<file path="src/core/hfc_consts.vh">
// constants of the heating and fault controller
// temperatures are signed 16-bit in 0.1 degC steps; averaging time in 0.1 s steps
`ifndef HFC_CONSTS_VH
`define HFC_CONSTS_VH
`define HFC_CLK_HZ          50000000
`define HFC_SEC_TICKS       32'd50000000
`define HFC_AVG_10S         16'h0064
`define HFC_NO_VALUE_SECS   8'h0A
`define HFC_CRIT_SECS       8'h0A
`define HFC_ARM_MIN_SECS    8'h0A
`define HFC_SOFTSTART_SECS  8'h7D
`define HFC_HOLD_SECS       12'hE10
`define HFC_T_P2            16'h0014
`define HFC_T_P5            16'h0032
`define HFC_T_P7            16'h0046
`define HFC_T_P8            16'h0050
`define HFC_T_P10           16'h0064
`define HFC_T_P15           16'h0096
`define HFC_T_P25           16'h00FA
`define HFC_T_P30           16'h012C
`define HFC_T_M5            16'hFFCE
`define HFC_T_M15           16'hFF6A
`define HFC_T_M20           16'hFF38
`define HFC_T_M25           16'hFF06
`define HFC_MODE_OFF        3'h0
`define HFC_MODE_VT         3'h1
`define HFC_MODE_RAMP       3'h2
`define HFC_MODE_STD        3'h3
`define HFC_MODE_COLD       3'h4
`define HFC_MODE_HOUSING    3'h5
`define HFC_MODE_FULL       3'h6
`endif

</file>
<file path="src/core/hfc_top.v">
// heating and acquisition-fault controller, top level
// inputs are synchronous to sys_clk_in; temperatures signed in 0.1 degC
//
// Summary of operation
// short averaging: fault after 10 s without value
// long averaging: fault when buffer under half
// fault forces analog outputs to min/max
// fault requests error telegram and status bit
// heating modes 0..6; mode 0 off
// criterion: 10 s continuous failure and voltage
// mode 1 both heaters on cold or fault
// mode 1 arm off: 10 s, warm, no criterion
// mode 1 transducer holds one hour then off
// mode 2 ramps 125 s, then stays on
// mode 3 arm switch-on thresholds
// modes 3/4 arm off above 7/8 degC
// mode 3 transducer switch-on thresholds
// mode 3 transducer hold start condition
// mode 4 arm switch-on thresholds
// mode 4 transducer switch-on thresholds
// mode 4 transducer hold start condition
// mode 5 arm on/off thresholds
// mode 5 transducer switch-on thresholds
// mode 5 transducer hold start condition
// mode 6 full at once; voltage gates all
// arm heating off at 30 degC
// renewed switch-on restarts the hold timer
`timescale 1ns/1ps
`default_nettype none
`include "hfc_consts.vh"
module hfc_top #(
    parameter [31:0] SEC_TICKS = `HFC_SEC_TICKS,
    parameter [11:0] HOLD_SECS = `HFC_HOLD_SECS
) (
    // clock and reset
    input  wire        sys_clk_in,
    input  wire        nrst_in,
    // acquisition
    input  wire        new_value_in,
    input  wire [15:0] buffer_count_in,
    input  wire [15:0] averaging_time_setting_in,
    // analog output configuration
    input  wire        analog_enable_in,
    input  wire        error_output_level_select_in,
    // heating configuration
    input  wire [2:0]  heating_mode_select_in,
    input  wire [15:0] virtual_temp_low_limit_in,
    input  wire [15:0] virtual_temp_high_limit_in,
    input  wire [15:0] heating_voltage_threshold_in,
    // measurements
    input  wire [15:0] virtual_temp_in,
    input  wire [15:0] base_temperature_in,
    input  wire [15:0] arm_temp_in,
    input  wire [15:0] supply_voltage_in,
    // fault outputs
    output reg         fault_out,
    output reg         analog_force_out,
    output reg         analog_force_max_out,
    output reg         error_telegram_req_out,
    output reg         status_error_out,
    // heating outputs
    output reg         criterion_out,
    output reg         arm_heat_out,
    output reg  [7:0]  arm_heat_level_out,
    output reg         transducer_heat_out,
    output reg         heating_on_out
);
    function lt;
        input [15:0] a;
        input [15:0] b;
        begin
            lt = $signed(a) < $signed(b);
        end
    endfunction

    // codes above 6 are unused and switch heating off like mode 0
    function heat_off;
        input [2:0] m;
        begin
            heat_off = (m == `HFC_MODE_OFF) || (m > `HFC_MODE_FULL);
        end
    endfunction

    // reset release through two flops
    reg rst_meta;
    reg rst_sync_n;
    always @(posedge sys_clk_in or negedge nrst_in) begin
        if (!nrst_in) begin
            rst_meta   <= 1'b0;
            rst_sync_n <= 1'b0;
        end else begin
            rst_meta   <= 1'b1;
            rst_sync_n <= rst_meta;
        end
    end
    wire rst = ~rst_sync_n;

    wire sec_tick;
    hfc_tick #(.DIV(SEC_TICKS)) u_tick (
        .clk_in   (sys_clk_in),
        .rst_in   (rst),
        .tick_out (sec_tick)
    );

    // fault detection
    reg  [7:0]  no_value_secs;
    reg  [7:0]  fail_secs;
    reg         fault;
    wire        short_avg = averaging_time_setting_in < `HFC_AVG_10S;
    // count*20 < av(0.1 s) means fewer than half of av seconds of values
    wire [21:0] count_x20 = {2'h0, buffer_count_in, 4'h0} + {4'h0, buffer_count_in, 2'h0};
    reg         next_fault;
    always @* begin
        if (short_avg)
            next_fault = no_value_secs >= `HFC_NO_VALUE_SECS;
        else
            next_fault = count_x20 < {6'h0, averaging_time_setting_in};
    end
    wire        volt_ok = supply_voltage_in > heating_voltage_threshold_in;
    wire        crit = (fail_secs >= `HFC_CRIT_SECS) && volt_ok;

    always @(posedge sys_clk_in) begin
        if (rst) begin
            no_value_secs <= 8'h0;
            fail_secs     <= 8'h0;
            fault         <= 1'b0;
        end else begin
            if (new_value_in)
                no_value_secs <= 8'h0;
            else if (sec_tick && no_value_secs != 8'hFF)
                no_value_secs <= no_value_secs + 8'h1;
            // continuous failure only; any good period restarts it
            if (!fault)
                fail_secs <= 8'h0;
            else if (sec_tick && fail_secs != 8'hFF)
                fail_secs <= fail_secs + 8'h1;
            fault <= next_fault;
        end
    end

    // heating conditions per mode
    wire [15:0] vt = virtual_temp_in;
    wire [15:0] bt = base_temperature_in;
    // strict compares: a reading equal to a switch point changes nothing
    wire        vt_lt_low  = lt(vt, virtual_temp_low_limit_in);
    wire        vt_gt_low  = lt(virtual_temp_low_limit_in, vt);
    wire        vt_gt_high = lt(virtual_temp_high_limit_in, vt);
    wire        vt_lt_p2   = lt(vt, `HFC_T_P2);
    wire        vt_gt_p2   = lt(`HFC_T_P2, vt);
    wire        vt_gt_p7   = lt(`HFC_T_P7, vt);
    wire        vt_lt_m25  = lt(vt, `HFC_T_M25);
    wire        vt_gt_m20  = lt(`HFC_T_M20, vt);
    wire        bt_lt_p5   = lt(bt, `HFC_T_P5);
    wire        bt_gt_p5   = lt(`HFC_T_P5, bt);
    wire        bt_gt_p8   = lt(`HFC_T_P8, bt);
    wire        bt_lt_p10  = lt(bt, `HFC_T_P10);
    wire        bt_lt_p15  = lt(bt, `HFC_T_P15);
    wire        bt_gt_p15  = lt(`HFC_T_P15, bt);
    wire        bt_lt_p25  = lt(bt, `HFC_T_P25);
    wire        bt_lt_m20  = lt(bt, `HFC_T_M20);
    wire        bt_gt_m15  = lt(`HFC_T_M15, bt);
    wire        bt_gt_m5   = lt(`HFC_T_M5, bt);

    reg  [7:0]  arm_secs;
    reg         arm_on;
    reg         xd_on;
    reg         xd_releasing;
    reg         arm_set;
    reg         arm_clr;
    reg         xd_set;
    reg         xd_rel;
    reg         force_on;

    always @* begin
        arm_set  = 1'b0;
        arm_clr  = 1'b1;
        xd_set   = 1'b0;
        xd_rel   = 1'b1;
        force_on = 1'b0;
        case (heating_mode_select_in)
            `HFC_MODE_VT: begin
                arm_set = vt_lt_low || fault;
                arm_clr = (arm_secs >= `HFC_ARM_MIN_SECS) && vt_gt_high && !crit;
                xd_set  = vt_lt_low || fault;
                xd_rel  = vt_gt_low && !crit;
            end
            `HFC_MODE_RAMP, `HFC_MODE_FULL: begin
                force_on = 1'b1;
            end
            `HFC_MODE_STD: begin
                arm_set = vt_lt_p2 || bt_lt_p5 || (fault && bt_lt_p25);
                arm_clr = vt_gt_p7 && bt_gt_p8 && !crit;
                xd_set  = vt_lt_p2 || bt_lt_p5 || (fault && bt_lt_p10);
                xd_rel  = vt_gt_p2 && bt_gt_p5 && !(crit && bt_lt_p10);
            end
            `HFC_MODE_COLD: begin
                arm_set = vt_lt_p2 || bt_lt_p5 || (crit && bt_lt_p25);
                arm_clr = vt_gt_p7 && bt_gt_p8 && !crit;
                xd_set  = vt_lt_m25 || bt_lt_m20 || (crit && bt_lt_p5);
                xd_rel  = vt_gt_m20 && bt_gt_m15 && !crit;
            end
            `HFC_MODE_HOUSING: begin
                arm_set = vt_lt_p2 || bt_lt_p5 || (crit && bt_lt_p15);
                arm_clr = vt_gt_p7 && bt_gt_p15 && !crit;
                xd_set  = vt_lt_m25 || bt_lt_m20 || (crit && bt_lt_p15);
                xd_rel  = vt_gt_m20 && bt_gt_m5 && !(crit && bt_lt_p15);
            end
            default: begin
                arm_set = 1'b0;
            end
        endcase
    end

    wire hold_done;
    wire hold_run = xd_on && xd_releasing && !xd_set;
    hfc_hold_timer #(.SECS(HOLD_SECS)) u_hold (
        .clk_in   (sys_clk_in),
        .rst_in   (rst),
        .tick_in  (sec_tick),
        .clear_in (force_on || xd_set || !xd_on),
        .run_in   (hold_run),
        .done_out (hold_done)
    );

    always @(posedge sys_clk_in) begin
        if (rst || heat_off(heating_mode_select_in)) begin
            arm_on       <= 1'b0;
            xd_on        <= 1'b0;
            xd_releasing <= 1'b0;
            arm_secs     <= 8'h0;
        end else begin
            if (force_on || arm_set)
                arm_on <= 1'b1;
            else if (arm_clr)
                arm_on <= 1'b0;
            if (!arm_on)
                arm_secs <= 8'h0;
            else if (sec_tick && arm_secs != 8'hFF)
                arm_secs <= arm_secs + 8'h1;
            // release seen once starts the hour; only a fresh switch-on or an off mode cancels it
            if (force_on || xd_set) begin
                xd_on        <= 1'b1;
                xd_releasing <= 1'b0;
            end else if (hold_done) begin
                xd_on        <= 1'b0;
                xd_releasing <= 1'b0;
            end else if (xd_on && xd_rel) begin
                xd_releasing <= 1'b1;
            end
        end
    end

    // output stage: voltage gate, overheat cut and soft start
    wire       arm_eff = arm_on && volt_ok && lt(arm_temp_in, `HFC_T_P30);
    wire       xd_eff  = xd_on && volt_ok;
    reg  [7:0] ramp;
    reg        fault_q;
    // mode 6 skips the soft start and shows the full level at once
    reg  [7:0] next_level;
    always @* begin
        next_level = 8'h0;
        if (arm_eff) begin
            if (heating_mode_select_in == `HFC_MODE_FULL)
                next_level = `HFC_SOFTSTART_SECS;
            else
                next_level = ramp;
        end
    end
    always @(posedge sys_clk_in) begin
        if (rst) begin
            ramp                   <= 8'h0;
            fault_q                <= 1'b0;
            fault_out              <= 1'b0;
            analog_force_out       <= 1'b0;
            analog_force_max_out   <= 1'b0;
            error_telegram_req_out <= 1'b0;
            status_error_out       <= 1'b0;
            criterion_out          <= 1'b0;
            arm_heat_out           <= 1'b0;
            arm_heat_level_out     <= 8'h0;
            transducer_heat_out    <= 1'b0;
            heating_on_out         <= 1'b0;
        end else begin
            fault_q                <= fault;
            fault_out              <= fault;
            analog_force_out       <= fault && analog_enable_in;
            analog_force_max_out   <= error_output_level_select_in;
            error_telegram_req_out <= fault && !fault_q;
            status_error_out       <= fault;
            criterion_out          <= crit;
            // ramp restarts whenever the heater drops out, so a retry is soft too
            if (!arm_eff)
                ramp <= 8'h0;
            else if (sec_tick && ramp < `HFC_SOFTSTART_SECS)
                ramp <= ramp + 8'h1;
            arm_heat_out        <= arm_eff;
            arm_heat_level_out  <= next_level;
            transducer_heat_out <= xd_eff;
            heating_on_out      <= arm_eff || xd_eff;
        end
    end
endmodule
`default_nettype wire

</file>
<file path="src/core/hfc_tick.v">
// one-second enable pulse divided from the system clock
// assumes a synchronous active-high reset from the top
`timescale 1ns/1ps
`default_nettype none
module hfc_tick #(
    parameter [31:0] DIV = 32'd50000000
) (
    input  wire clk_in,
    input  wire rst_in,
    output reg  tick_out
);
    reg [31:0] count;
    always @(posedge clk_in) begin
        if (rst_in) begin
            count    <= 32'h0;
            tick_out <= 1'b0;
        end else if (count == DIV - 32'd1) begin
            count    <= 32'h0;
            tick_out <= 1'b1;
        end else begin
            count    <= count + 32'd1;
            tick_out <= 1'b0;
        end
    end
endmodule
`default_nettype wire

</file>
<file path="src/core/hfc_hold_timer.v">
// one-hour style hold timer counted in second ticks
// clear has priority; done is a one-cycle pulse when the count runs out
`timescale 1ns/1ps
`default_nettype none
module hfc_hold_timer #(
    parameter [11:0] SECS = 12'hE10
) (
    input  wire clk_in,
    input  wire rst_in,
    input  wire tick_in,
    input  wire clear_in,
    input  wire run_in,
    output reg  done_out
);
    reg [11:0] secs;
    always @(posedge clk_in) begin
        done_out <= 1'b0;
        if (rst_in || clear_in) begin
            secs <= 12'h0;
        end else if (run_in && tick_in) begin
            if (secs >= SECS - 12'd1) begin
                secs     <= 12'h0;
                done_out <= 1'b1;
            end else begin
                secs <= secs + 12'd1;
            end
        end
    end
endmodule
`default_nettype wire

</file>
<file path="config.mk">
export PLATFORM = sky130hd
export DESIGN_NAME = hfc_top
export DESIGN_NICKNAME = d
export VERILOG_FILES = /design/src/core/hfc_top.v /design/src/core/hfc_tick.v /design/src/core/hfc_hold_timer.v
export VERILOG_INCLUDE_DIRS = /design/src /design/src/core
export SDC_FILE = /design/constraint.sdc
export NUM_CORES = 1
export LEC_CHECK = 0
export ABC_AREA = 1
export BUFFER_PORTS_ARGS = -buffer_cell sky130_fd_sc_hd__buf_2
export CAP_MARGIN = 5
export CORE_UTILIZATION = 57
export CTS_BUF_LIST = sky130_fd_sc_hd__clkbuf_8
export CTS_CLUSTER_DIAMETER = 40
export CTS_CLUSTER_SIZE = 24
export DETAILED_ROUTE_END_ITERATION = 12
export PLACE_DENSITY = 0.83
export SKIP_LAST_GASP = 1
export SLEW_MARGIN = 25
export SYNTH_ARGS = -nofsm -noshare
export SYNTH_HDL_FRONTEND = slang
export SYNTH_HIERARCHICAL = 1
export SYNTH_SLANG_ARGS = --single-unit
</file>
<file path="constraint.sdc">
create_clock -name sys_clk_in -period 2.8 [get_ports sys_clk_in]
set_input_delay 0.14 -clock sys_clk_in [delete_from_list [all_inputs] [get_ports sys_clk_in]]
set_output_delay 0.14 -clock sys_clk_in [all_outputs]
set_load 0.005 [all_outputs]
</file>
==> impl_metrics.tcl <==
set metrics [dict create \
    place.port_buffers 166 \
    ant_nets 0 \
    path_class "register to register" \
    synth_area_leader_cell "dfxtp_1" \
    antenna_found_initial 0 \
    timing.setup.tns_ps 0 \
    grt_pass1_wl_um 31200 \
    synth_top_area_share_pct 25.0 \
    yosysMostFrequentCell "nand2_1" \
    endpoint_kind "register" \
    die_w_um 119 \
    post-dp-hpwl_um 14800 \
    finalSetupViolCount 0 \
    drtIter0Drc 537 \
    die_y_um 119 \
    grt_overflow 0 \
    antennaDiodeCount 0 \
    clk_path_buf_depth 2 \
    ys_warn_count 6 \
    syn_nets 1453 \
    synth_cell_types 48 \
    die-area_um2 14200 \
    drive_gt1_share_pct 16.9 \
    core.rowCount 42 \
    cap_viol_max_count 0 \
    synth_edf_count 0 \
    multi_input_comb_area_um2 5050 \
    synth_area_per_cell_um2 6.46 \
    period_needed_ps 2570 \
    fin_skew_ps 11.0 \
    slew_headroom_pct 59.4 \
    grt_start_max_net_pins 33 \
    h-tree-depth 3 \
    hp-class "input port to async pin" \
    final_nets 1636 \
    hold_buffers 3 \
    clk_latency_ps 370 \
    clock-sinks 100 \
    p_leak_nw 4.37 \
    area_growth_pct 17.2 \
    start_util_pct 58.8 \
    clockRootBuffer "clkbuf_8" \
    startpoint_type "register" \
    yosysSeqAreaShare_pct 25.6 \
    whs_ps 117 \
    dr.pass1.iters 5 \
    clk_pin_slew_ps 90 \
    grt_setup_unrepaired "no" \
    crit_fanout 12 \
    vias 8190 \
    tightest_slew_ps 607 \
    globalplace.congestion 0.900 \
    syn-cell-area_um2 7850 \
    cp_data_arrival_time_ps 2840 \
    routed_wl_um 18100 \
    powerDensity_nw_per_um2 351 \
    synth.cells.most_frequent "304 x nand2_1, 195 x inv_1, 162 x nor2_1" \
    viasPerCell 5.19 \
    final_hold_viol_count 0 \
    worstPathRequired_ps 3070 \
    ios 169 \
    core_area_um2 13300 \
    drv_slew 0 \
    min_period_over_period_pct 91.7 \
    grt_pass1_vias 7669 \
    synth_cells 1215 \
    yosys_most_used_dff "dfxtp_1" \
    synth.top_cells.by_area "dfxtp_1 25%, nand2_1 15%, ha_1 14%" \
    status "finished, final reports clean" \
    drc 0 \
    async_flop_share_pct 2.00 \
    grt.total_usage_pct 26.1 \
    num-fill-cells 1214 \
    cts_tree "yes" \
    ctsResizeCount 0 \
    cts_inserted_buffers 9 \
    cts_setup_buffers 0 \
    fin_util_pct 68.9 \
    seq_area_um2 2010 \
    ys_ff_latch 100 \
    wl_per_cell_um 11.4 \
    fmax_mhz 390 \
    max-vdd-ir-drop_mv 0.224 \
]
==> registers in the layout, indices dropped and copies added, names as in the netlist, 8 cells and up <==
register	cells
arm_heat_level_out	8
ramp	8
no_value_secs	8
arm_secs	8
fail_secs	8
u_tick/count	32
u_hold/secs	12
==> metal layers <==
metal	vias to the layer above	global-route usage (%)	part of all wire, %
li1	4273	-	-
met1	3671	30.1	44
met2	213	48.5	49
met3	33	4.02	4.4
met4	0	9.22	2.1
met5	-	0	0
==> stage by stage <==
step	setup WS, ps	std cells	power, mW	cell area [µm²]
after floorplan	324	1215	1.93	7850
after global placement	157	1560	2.15	8940
after detailed placement	51.8	1560	2.17	8940
after CTS	226	1578	3.25	9200
after global routing	4.60	1578	3.43	9200
final	233	1578	3.23	9200
==> layout by cell type, fill, tap and decap left out, types with 2 or more instances in the layout <==
cell,n
a211oi_1,2
a21o_1,3
a21oi_1,89
a31oi_1,6
and3_1,2
buf_2,166
buf_4,8
bufinv_16,3
clkbuf_8,9
dfrtp_1,2
dfxtp_1,98
dlygate4sd3_1,3
ha_1,85
inv_1,195
nand2_1,304
nand2_2,7
nand3_1,68
nand3b_1,6
nand4_1,24
nand4_2,2
nor2_1,162
nor2_2,17
nor2_4,9
nor3_1,14
nor3b_1,2
nor4_1,5
o21a_1,8
o21ai_0,40
o21ai_1,3
o21ai_2,2
o21bai_1,6
o31ai_1,3
xnor2_1,9
xor2_1,20
==> worst max-delay path: stages (launching register included) <==
cell and delay (ps):
dfxtp_1 360, inv_1 70, ha_1 190, o21ai_0 160, nand4_1 310, nand3_2 190
o21ai_1 100, nand2_2 80, nand3b_4 90, nor2_1 180, nand2_4 130, inv_4 90
nand2_2 60, nor2_4 80, o21ai_2 70, nand2_2 80, buf_12 150, nor2_1 50
==> logic make-up (layout without fill, tap and decap cells) <==
kind of cell / after synthesis / after routing / synth area share (%)
fa+ha+maj: 86 / 86 / 13.8
compound gates: 168 / 168 / 12.0
flops: 100 / 100 / 25.6
other cells: 1 / 1 / 0.0478
buf+inv: 202 / 389 / 9.99
xor+xnor: 29 / 29 / 3.24
simple gates: 629 / 629 / 35.3
==> cell type report <==
class                      count  share of cell area, %
inverter                     196                   8.02
timing repair buffer         178                   10.2
clock buffer                   9                   1.35
tap                          176                   2.39
sequential                   100                   21.9
multi-input combinational    913                   54.9
clock inverter                 6                   1.21
==> final timing paths <==
path	start	to	slack [ps]	depth (start not counted)
worst max register to register	fail_secs[0]	u_hold/secs[9]	230	17
worst max-delay path	fail_secs[0]	u_hold/secs[9]	230	17
worst min-delay path	nrst_in	rst_meta	120	2
min in group sys_clk_in	new_value_in	no_value_secs[5]	120	4
max in group asynchronous	nrst_in	rst_sync_n	2590	2
worst min register to register	rst_meta	rst_sync_n	360	0
==> where the power goes <==
group / switching (mW) / internal [mW] / total (mW) / leakage, nW
combinational: 0.392 / 0.310 / 0.702 / 3.44
clock: 0.493 / 0.590 / 1.08 / 0.116
sequential: 0.00996 / 1.43 / 1.44 / 0.814
Power figures use the tool's default switching activity.
